==> config.mk <==
export PLATFORM = sky130hd
export DESIGN_NAME = pcstk_core
export DESIGN_NICKNAME = d
export VERILOG_FILES = /design/src/pcstk_pkg.sv /design/src/pcstk_core.sv
export SDC_FILE = /design/constraint.sdc
export NUM_CORES = 1
export LEC_CHECK = 0
export ABC_AREA = 1
export BUFFER_PORTS_ARGS = -buffer_cell sky130_fd_sc_hd__clkbuf_2
export CAP_MARGIN = 20
export CORE_ASPECT_RATIO = 1.2
export CORE_MARGIN = 2
export CORE_UTILIZATION = 35
export CTS_CLUSTER_DIAMETER = 80
export DETAILED_ROUTE_END_ITERATION = 10
export SYNTH_ARGS = -nofsm -noshare
export SYNTH_HDL_FRONTEND = slang
export SYNTH_SLANG_ARGS = --single-unit
==> constraint.sdc <==
create_clock -name sys_clk -period 2.75 [get_ports sys_clk]
set_input_delay 0.275 -clock sys_clk [delete_from_list [all_inputs] [get_ports sys_clk]]
set_output_delay 0.275 -clock sys_clk [all_outputs]
set_load 0.05 [all_outputs]
==> src/pcstk_pkg.sv <==
// Purpose: shared constants and types for the program counter and return stack
// Assumes: one system clock, one sequencer event per cycle
// Notes:   apb offsets below are byte addresses, one word per register
package pcstk_pkg;
  // stack index
  localparam int          IDX_W        = 4;
  localparam logic [3:0]  IDX_RESET    = 4'h5;
  localparam logic [2:0]  IDX_HANG     = 3'h6;
  localparam logic [2:0]  IDX_DEPTH    = 3'h5;
  localparam int          RAS_DEPTH    = 5;
  // interrupt context stack
  localparam int          ICS_DEPTH    = 3;
  localparam logic [1:0]  ICS_FREE_RST = 2'h3;
  // instruction address
  localparam logic [12:0] ADDR_RESET   = 13'h0000;
  localparam int          CALL_IMM_W   = 11;
  // apb map
  localparam logic [7:0]  OFS_CTRL     = 8'h00;
  localparam logic [7:0]  OFS_STATE    = 8'h04;
  localparam logic [7:0]  OFS_ADDR     = 8'h08;
  localparam logic [7:0]  OFS_EVT_STAT = 8'h0C;
  localparam logic [7:0]  OFS_EVT_CLR  = 8'h10;
  localparam logic [7:0]  OFS_EVT_EN   = 8'h14;
  localparam logic [0:0]  CTRL_RESET   = 1'h1;
  localparam int          CTRL_RUN_BIT = 0;
  // state register fields
  localparam int          ST_IDX_LSB   = 0;
  localparam int          ST_FREE_LSB  = 4;
  localparam int          ST_HANG_BIT  = 8;
  localparam int          ST_PIN_BIT   = 9;
  // event bits
  localparam int          EVT_W        = 4;
  localparam int          EVT_OVF      = 0;
  localparam int          EVT_UDF      = 1;
  localparam int          EVT_DROP     = 2;
  localparam int          EVT_TBLERR   = 3;
  localparam logic [3:0]  EVT_RESET    = 4'h0;

  // sequencer events, at most one set per cycle
  typedef struct packed {
    logic step;        // plain advance
    logic call_imm;    // call, immediate target
    logic call_ar;     // call via address_reg
    logic jump_dir;    // direct_branch
    logic jump_ar;     // indirect_branch
    logic tbl_first;   // table_read cycle 1
    logic tbl_second;  // table_read cycle 2
    logic push_ar;     // push address_reg
    logic pop_ar;      // pop into address_reg
    logic ret;         // plain return
    logic ret_skip;    // return_and_skip
    logic irq_acc;     // interrupt accepted
    logic irq_ret;     // irq_return
  } seq_ev_t;

  typedef enum logic [1:0] {
    TBL_IDLE = 2'b01,
    TBL_WAIT = 2'b10
  } tbl_state_t;
endpackage

==> src/pcstk_core.sv <==
// Purpose: program counter, return stack and interrupt context stack
// Assumes: sequencer on sys_clk, apb slave with zero wait states
// Notes:   hang-up pin is open drain, pulled low on stack overrun
// Contract
// - address counter is binary, 11, 12 or 13 bits per variant
// - reset loads address counter with zero
// - instruction space runs from zero to the variant top address
// - immediate call targets only zero to 07FFH
// - branches, indirect call and table read reach the whole space
// - stack index is 4 bits with top bit always zero
// - five return entries as wide as the address counter
// - entry written on call, table read cycle 1, interrupt accept
// - push of address_reg stores it at the indexed entry
// - hang-up output low while stack index is 6 or more
// - interrupt accept saves bank and flags into three-entry stack
// - irq_return restores context, increments index and free count
// - over three nested interrupts, newest saved, oldest dropped
// - calls, table cycle 1, push: index -1, free count unchanged
// - interrupt accept decrements index and free count
// - returns, table cycle 2, pop: index +1, free count unchanged
// - hang-up is open drain active low, meant for chip reset
`timescale 1ns/10ps
`default_nettype none
module pcstk_core
  import pcstk_pkg::*;
#(
  parameter int ADDR_W = 11,        // 11, 12 or 13
  parameter int ROM_TOP = 32'h7FF,  // last instruction word
  parameter int CTX_W = 5           // 5 or 6
) (
  input  wire logic              sys_clk,         // 250 MHz
  input  wire logic              srst,            // sync reset, high
  input  wire logic [7:0]        paddr,           // apb address
  input  wire logic              psel,            // apb select
  input  wire logic              penable,         // apb access phase
  input  wire logic              pwrite,          // apb direction
  input  wire logic [31:0]       pwdata,          // apb write data
  output logic [31:0]            prdata,          // apb read data
  output logic                   pready,          // apb ready
  output logic                   pslverr,         // apb error
  output logic                   irq,             // level interrupt
  input  wire seq_ev_t           seq_ev,          // sequencer events
  input  wire logic [ADDR_W-1:0] branch_target,   // immediate target
  input  wire logic [ADDR_W-1:0] irq_vector,      // vector address
  input  wire logic [ADDR_W-1:0] address_reg,     // address register
  input  wire logic [CTX_W-1:0]  status_ctx_in,   // bank and flags
  output logic [ADDR_W-1:0]      instr_addr,      // rom address
  output logic [ADDR_W-1:0]      address_pop,     // popped word
  output logic [CTX_W-1:0]       status_ctx_out,  // restored context
  output logic                   ctx_restore,     // restore pulse
  input  wire logic              hangup_in,       // pin level
  output logic                   hangup_out_n,    // pin drive value
  output logic                   hangup_oe_n      // low while pulling
);

  // elaboration checks
  if (!(ADDR_W inside {11, 12, 13}))
    $error("ADDR_W must be 11, 12 or 13");
  if (ROM_TOP >= (1 << ADDR_W) || ROM_TOP < 32'h7FF)
    $error("ROM_TOP outside address range");
  if (!(CTX_W inside {5, 6}))
    $error("CTX_W must be 5 or 6");

  localparam logic [ADDR_W-1:0] TOP = ADDR_W'(ROM_TOP);

  // push or pop detection, used by index and events
  function automatic logic is_push(input seq_ev_t e);
    return e.call_imm | e.call_ar | e.tbl_first | e.push_ar | e.irq_acc;
  endfunction
  function automatic logic is_pop(input seq_ev_t e);
    return e.ret | e.ret_skip | e.tbl_second | e.pop_ar | e.irq_ret;
  endfunction

  // state
  logic [ADDR_W-1:0] instr_addr_counter_reg;
  logic [ADDR_W-1:0] instr_addr_counter_next;
  logic [IDX_W-1:0]  stack_index_reg;
  logic [IDX_W-1:0]  stack_index_next;
  logic [1:0]        ics_free_reg;
  logic [1:0]        ics_free_next;
  logic [ADDR_W-1:0] return_addr_stack [RAS_DEPTH];
  logic [CTX_W-1:0]  irq_context_stack [ICS_DEPTH];
  tbl_state_t        tbl_reg;
  tbl_state_t        tbl_next;
  logic [0:0]        ctrl_reg;
  logic [EVT_W-1:0]  evt_stat_reg;
  logic [EVT_W-1:0]  evt_en_reg;
  logic [EVT_W-1:0]  evt_set;
  logic [ADDR_W-1:0] address_pop_reg;
  logic [CTX_W-1:0]  ctx_out_reg;
  logic              ctx_restore_reg;
  logic              pin_meta_reg;
  logic              pin_sync_reg;

  // decode
  wire               any_push = is_push(seq_ev);
  wire               any_pop  = is_pop(seq_ev);
  wire [2:0]         idx_lo   = stack_index_reg[2:0];
  wire [2:0]         idx_dec  = idx_lo - 3'h1;
  wire [2:0]         idx_inc  = idx_lo + 3'h1;
  wire               hang     = (idx_lo >= IDX_HANG);
  wire               rd_valid = (idx_lo < IDX_DEPTH);
  // entries 5..7 do not exist, reads give zero
  wire [ADDR_W-1:0]  top_word = rd_valid ?
                                return_addr_stack[idx_lo] : '0;
  wire               at_top   = (instr_addr_counter_reg == TOP);
  wire [ADDR_W-1:0]  addr_inc = at_top ? '0 :
                                instr_addr_counter_reg + 1'b1;
  wire [ADDR_W-1:0]  top_inc  = (top_word == TOP) ? '0 : top_word + 1'b1;
  wire [ADDR_W-1:0]  imm_tgt  = ADDR_W'(branch_target[CALL_IMM_W-1:0]);
  wire               running  = ctrl_reg[CTRL_RUN_BIT];

  // word pushed this cycle: return point or address_reg
  wire [ADDR_W-1:0]  push_word = seq_ev.push_ar ? address_reg :
                                 seq_ev.irq_acc ? instr_addr_counter_reg :
                                 addr_inc;

  // next instruction address, one event per cycle
  always_comb begin
    instr_addr_counter_next = instr_addr_counter_reg;
    if (seq_ev.call_imm) begin
      instr_addr_counter_next = imm_tgt;
    end else if (seq_ev.call_ar || seq_ev.jump_ar || seq_ev.tbl_first) begin
      instr_addr_counter_next = address_reg;
    end else if (seq_ev.jump_dir) begin
      instr_addr_counter_next = branch_target;
    end else if (seq_ev.irq_acc) begin
      instr_addr_counter_next = irq_vector;
    end else if (seq_ev.ret || seq_ev.irq_ret || seq_ev.tbl_second) begin
      instr_addr_counter_next = top_word;
    end else if (seq_ev.ret_skip) begin
      instr_addr_counter_next = top_inc;
    end else if ((seq_ev.step && running) || seq_ev.push_ar || seq_ev.pop_ar) begin
      instr_addr_counter_next = addr_inc;
    end
  end

  // stack index and free context count
  always_comb begin
    stack_index_next = stack_index_reg;
    ics_free_next    = ics_free_reg;
    if (any_push) begin
      stack_index_next = {1'b0, idx_dec};
    end else if (any_pop) begin
      stack_index_next = {1'b0, idx_inc};
    end
    // free count saturates; the oldest context is simply lost
    if (seq_ev.irq_acc && ics_free_reg != 2'h0) begin
      ics_free_next = ics_free_reg - 2'h1;
    end else if (seq_ev.irq_ret && ics_free_reg != ICS_FREE_RST) begin
      ics_free_next = ics_free_reg + 2'h1;
    end
  end

  // table read sequencing
  always_comb begin
    case (tbl_reg)
      TBL_IDLE: tbl_next = seq_ev.tbl_first ? TBL_WAIT : TBL_IDLE;
      TBL_WAIT: tbl_next = seq_ev.tbl_second ? TBL_IDLE : TBL_WAIT;
      default:  tbl_next = TBL_IDLE;
    endcase
  end

  // event detection
  assign evt_set[EVT_OVF]    = any_push && (idx_dec >= IDX_HANG);
  assign evt_set[EVT_UDF]    = any_pop && !rd_valid;
  assign evt_set[EVT_DROP]   = seq_ev.irq_acc && (ics_free_reg == 2'h0);
  assign evt_set[EVT_TBLERR] = seq_ev.tbl_second && (tbl_reg != TBL_WAIT);

  // core registers
  always_ff @(posedge sys_clk) begin
    if (srst) begin
      instr_addr_counter_reg <= ADDR_RESET[ADDR_W-1:0];
      stack_index_reg        <= IDX_RESET;
      ics_free_reg           <= ICS_FREE_RST;
      tbl_reg                <= TBL_IDLE;
    end else begin
      instr_addr_counter_reg <= instr_addr_counter_next;
      stack_index_reg        <= stack_index_next;
      ics_free_reg           <= ics_free_next;
      tbl_reg                <= tbl_next;
    end
  end

  // return entries, no reset: contents undefined until pushed
  for (genvar i = 0; i < RAS_DEPTH; i++) begin : g_ras
    always_ff @(posedge sys_clk) begin
      if (any_push && idx_dec == 3'(i)) begin
        return_addr_stack[i] <= push_word;
      end
    end
  end

  // context stack shifts: newest at entry 0
  for (genvar j = 0; j < ICS_DEPTH; j++) begin : g_ics
    always_ff @(posedge sys_clk) begin
      if (srst) begin
        irq_context_stack[j] <= '0;
      end else if (seq_ev.irq_acc) begin
        irq_context_stack[j] <= (j == 0) ? status_ctx_in :
                                irq_context_stack[(j == 0) ? 0 : j - 1];
      end else if (seq_ev.irq_ret) begin
        irq_context_stack[j] <= (j == ICS_DEPTH - 1) ? '0 :
                                irq_context_stack[(j == ICS_DEPTH - 1) ? j : j + 1];
      end
    end
  end

  // pop outputs
  always_ff @(posedge sys_clk) begin
    if (srst) begin
      address_pop_reg <= '0;
      ctx_out_reg     <= '0;
      ctx_restore_reg <= 1'b0;
    end else begin
      ctx_restore_reg <= seq_ev.irq_ret;
      if (seq_ev.pop_ar) begin
        address_pop_reg <= top_word;
      end
      if (seq_ev.irq_ret) begin
        ctx_out_reg <= irq_context_stack[0];
      end
    end
  end

  // pin feedback, two stages before use
  always_ff @(posedge sys_clk) begin
    if (srst) begin
      pin_meta_reg <= 1'b1;
      pin_sync_reg <= 1'b1;
    end else begin
      pin_meta_reg <= hangup_in;
      pin_sync_reg <= pin_meta_reg;
    end
  end

  // apb decode; zero wait states keep the master simple
  wire        acc_phase = psel && penable;
  wire        wr_en     = acc_phase && pwrite;
  wire        hit_ctrl  = (paddr == OFS_CTRL);
  wire        hit_state = (paddr == OFS_STATE);
  wire        hit_addr  = (paddr == OFS_ADDR);
  wire        hit_stat  = (paddr == OFS_EVT_STAT);
  wire        hit_clr   = (paddr == OFS_EVT_CLR);
  wire        hit_en    = (paddr == OFS_EVT_EN);
  wire        mapped    = hit_ctrl | hit_state | hit_addr |
                          hit_stat | hit_clr | hit_en;
  wire [EVT_W-1:0] clr_mask = (wr_en && hit_clr) ? pwdata[EVT_W-1:0] : '0;
  wire [31:0] state_word = 32'(stack_index_reg) << ST_IDX_LSB |
                           32'(ics_free_reg) << ST_FREE_LSB |
                           32'(hang) << ST_HANG_BIT |
                           32'(pin_sync_reg) << ST_PIN_BIT;
  // clear register is write-only and reads zero
  wire [31:0] rd_mux = hit_ctrl  ? 32'(ctrl_reg) :
                       hit_state ? state_word :
                       hit_addr  ? 32'(instr_addr_counter_reg) :
                       hit_stat  ? 32'(evt_stat_reg) :
                       hit_en    ? 32'(evt_en_reg) : 32'h0000_0000;

  assign pready  = 1'b1;
  assign pslverr = acc_phase && !mapped;

  // software registers; a set in the clear cycle wins
  always_ff @(posedge sys_clk) begin
    if (srst) begin
      ctrl_reg     <= CTRL_RESET;
      evt_en_reg   <= EVT_RESET;
      evt_stat_reg <= EVT_RESET;
      prdata       <= 32'h0000_0000;
    end else begin
      evt_stat_reg <= (evt_stat_reg & ~clr_mask) | evt_set;
      if (wr_en && hit_ctrl) begin
        ctrl_reg <= pwdata[0:0];
      end
      if (wr_en && hit_en) begin
        evt_en_reg <= pwdata[EVT_W-1:0];
      end
      if (psel && !penable && !pwrite) begin
        prdata <= rd_mux;
      end
    end
  end

  // outputs
  assign irq            = |(evt_stat_reg & evt_en_reg);
  assign instr_addr     = instr_addr_counter_reg;
  assign address_pop    = address_pop_reg;
  assign status_ctx_out = ctx_out_reg;
  assign ctx_restore    = ctx_restore_reg;
  // open drain: value always low, enable decides
  assign hangup_out_n   = 1'b0;
  assign hangup_oe_n    = !hang;
endmodule
`default_nettype wire

==> results.json <==
{
  "clk_latency_ns": 0.42,
  "yosys_warnings": 0,
  "fin_nets": 1122,
  "dieArea_um2": 21000,
  "final-setup-viol-count": 0,
  "grt.overflow.total": 0,
  "cap_viol_max_count": 0,
  "port_buffers": 110,
  "yosysUniqueCellTypes": 42,
  "final_cell_mix": "196 x nand2_1, 110 x clkbuf_2, 95 x inv_1",
  "n_antenna_cell": 0,
  "p_leak_nw": 3.70,
  "first_pass_iters": 5,
  "rsz0062_at_grt": "no",
  "fmax_ghz": 0.414,
  "hold_start": "hangup_in",
  "peakVddDrop_v": 0.000436,
  "routabilityCongestion": 0.910,
  "finalPower_mw": 5.71,
  "num_rows": 56,
  "placedCellCount": 1254,
  "placed_area_um2": 7780,
  "grt_pass1_wl_mm": 31.0,
  "cts_max_path_buffers": 2,
  "critPathMaxFanout": 8,
  "setup_tns_ns": 0,
  "drc_errors": 0,
  "fin_cells": 1289,
  "drive_gt1_frac": 0.197,
  "drv_slew": 0,
  "routedWlPerCell_um": 15.4,
  "synth_seq_cells": 130,
  "areaGrowthSynthToFinish_pct": 21.7,
  "cts_max_level": 4,
  "post-route-period-util": 0.879,
  "status": "completed",
  "top_register": "return_addr_stack",
  "ctsRootBufferMaster": "clkbuf_16",
  "vias": 6245,
  "syn_area_per_cell_um2": 7.79,
  "reg2reg_setup_slack_ns": 0.33,
  "hold_depth": 2,
  "p_per_area_nw_per_um2": 677,
  "hold_ws_ns": 0.0463,
  "hold_buffers": 0,
  "routed_wl_mm": 19.8,
  "worstSetupEndpointType": "register",
  "post-dp-hpwl_mm": 15.2,
  "core_area_um2": 19500,
  "worstPathRequired_ns": 3.10,
  "fin_area_um2": 8440,
  "fin_worst_skew_ns": 0.00988,
  "path_class": "register to register",
  "antenna_left": 0,
  "path_clk_slew_ns": 0.06,
  "rr_worst_depth": 16,
  "largest_reg_flops": 55,
  "min_period_ns": 2.42,
  "cts_buffers": 17,
  "yosysSeqAreaShare": 0.476,
  "tightest_slew_ns": 0.623,
  "slew_headroom": 0.581,
  "antenna_found_initial": 0,
  "grt_max_degree": 35,
  "die_h_um": 158,
  "drt_iter0_markers": 394,
  "netlist_instances": 890,
  "die_w_um": 133,
  "r2r_end": "instr_addr[7]",
  "num_io_pins": 162,
  "cts_sinks": 130,
  "cp-start-kind": "register",
  "cts_tree": "yes",
  "vias_per_cell": 4.84,
  "grt_usage": 0.191,
  "reg_top3": "return_addr_stack (55), irq_context_stack (15)",
  "hold_end": "pin_meta_reg",
  "netlist_area_um2": 6940,
  "grt_pass1_vias": 5860,
  "hold_path.class": "input port to register",
  "hold_viol": 0,
  "initial_core_util": 0.356,
  "final_common_cell": "nand2_1",
  "crit_arrival_ns": 2.77
}
==> cells in the mapped netlist (all sizes together) <==
master	count	area, um^2
xnor2	3	26.3
a21oi	80	404
nor2	87	359
a32oi	2	17.5
o21a	1	7.51
conb	2	7.51
clkbuf	23	86.3
nand3b	1	7.51
edfxtp	70	2100
xor2	5	43.8
dfxtp	60	1200
o2bb2ai	1	8.76
o221ai	2	17.5
a2111oi	1	8.76
clkinv	2	7.51
o21bai	1	7.51
o22ai	3	18.8
nor3	11	60.1
inv	99	372
ha	10	125
o21ai	96	480
o211ai	10	75.1
nor4	5	43.8
buf	34	246
nand3	67	350
a31oi	1	6.26
or2	3	18.8
nand4	4	25.0
a22oi	2	15.0
nand2	204	786
==> per-stage QoR <==
step	worst slack (ns)	utilization
3_5_place_dp	0.247	0.399
2_1_floorplan	0.323	-
4_1_cts	0.229	0.432
6_report	0.333	0.433
5_1_grt	0.0159	0.433
3_3_place_gp	0.281	0.399
==> cell families after synthesis <==
family | after synthesis | share of synthesized area
buffers and inverters | 158 | 0.103
adders and majority gates | 10 | 0.0180
AOI/OAI and AO/OA | 200 | 0.154
and+or+nand+nor | 382 | 0.238
xor gates and xnor gates | 8 | 0.0101
other | 2 | 0.00108
DFF | 130 | 0.476
==> area by class of cell <==
class / instances / area (um^2)
well taps: 261 / 327
clock inverters: 10 / 155
inverters: 101 / 379
multi-input cells: 623 / 3010
repair inverters: 1 / 5.00
flip-flops and latches: 130 / 3310
repair buffers: 141 / 787
clock buffers: 22 / 475
fillers: 2000 / 11000
==> worst max-delay path: stages (launching register included) <==
cell	delay [ns]
dfxtp_2	0.42
clkinvlp_2	0.22
buf_4	0.19
nand2_1	0.05
nand3_1	0.08
nand3_2	0.12
nand2_2	0.12
nor2_2	0.14
nand3_1	0.18
nor2_1	0.16
xnor2_1	0.13
nand2_1	0.07
nand2_1	0.06
a21oi_1	0.08
o21ai_1	0.13
nand2_1	0.06
a21oi_1	0.13
==> routing by layer <==
metal	up-vias	share of wire	GRT usage
met4	0	0.029	0.0768
li1	3178	-	-
met5	-	0	0
met3	35	0.057	0.0323
met1	2820	0.41	0.229
met2	212	0.50	0.343
==> worst max path at each step <==
stage | startpoint | to | slack, ns
6_report | register | instr_addr[7] | 0.33
5_1_grt | register | instr_addr[10] | 0.02
4_1_cts | register | instr_addr[10] | 0.23
3_5_place_dp | register | instr_addr[10] | 0.25
3_3_place_gp | register | instr_addr[10] | 0.28
2_1_floorplan | paddr[1] | pslverr | 0.32
==> report_power, final <==
group / internal, mW / switching (mW)
clock network: 1.59 / 0.817
registers: 2.22 / 0.0718
logic: 0.289 / 0.730
==> what timing repair did <==
item / 4_1_cts / 5_1_grt
setup buffers: 0 / 2
endpoints found under the setup margin: 0 / 4
resized for setup: 0 / 6
endpoints found under the hold margin: 0 / 0
No activity file was read; power rests on OpenSTA's default activity.
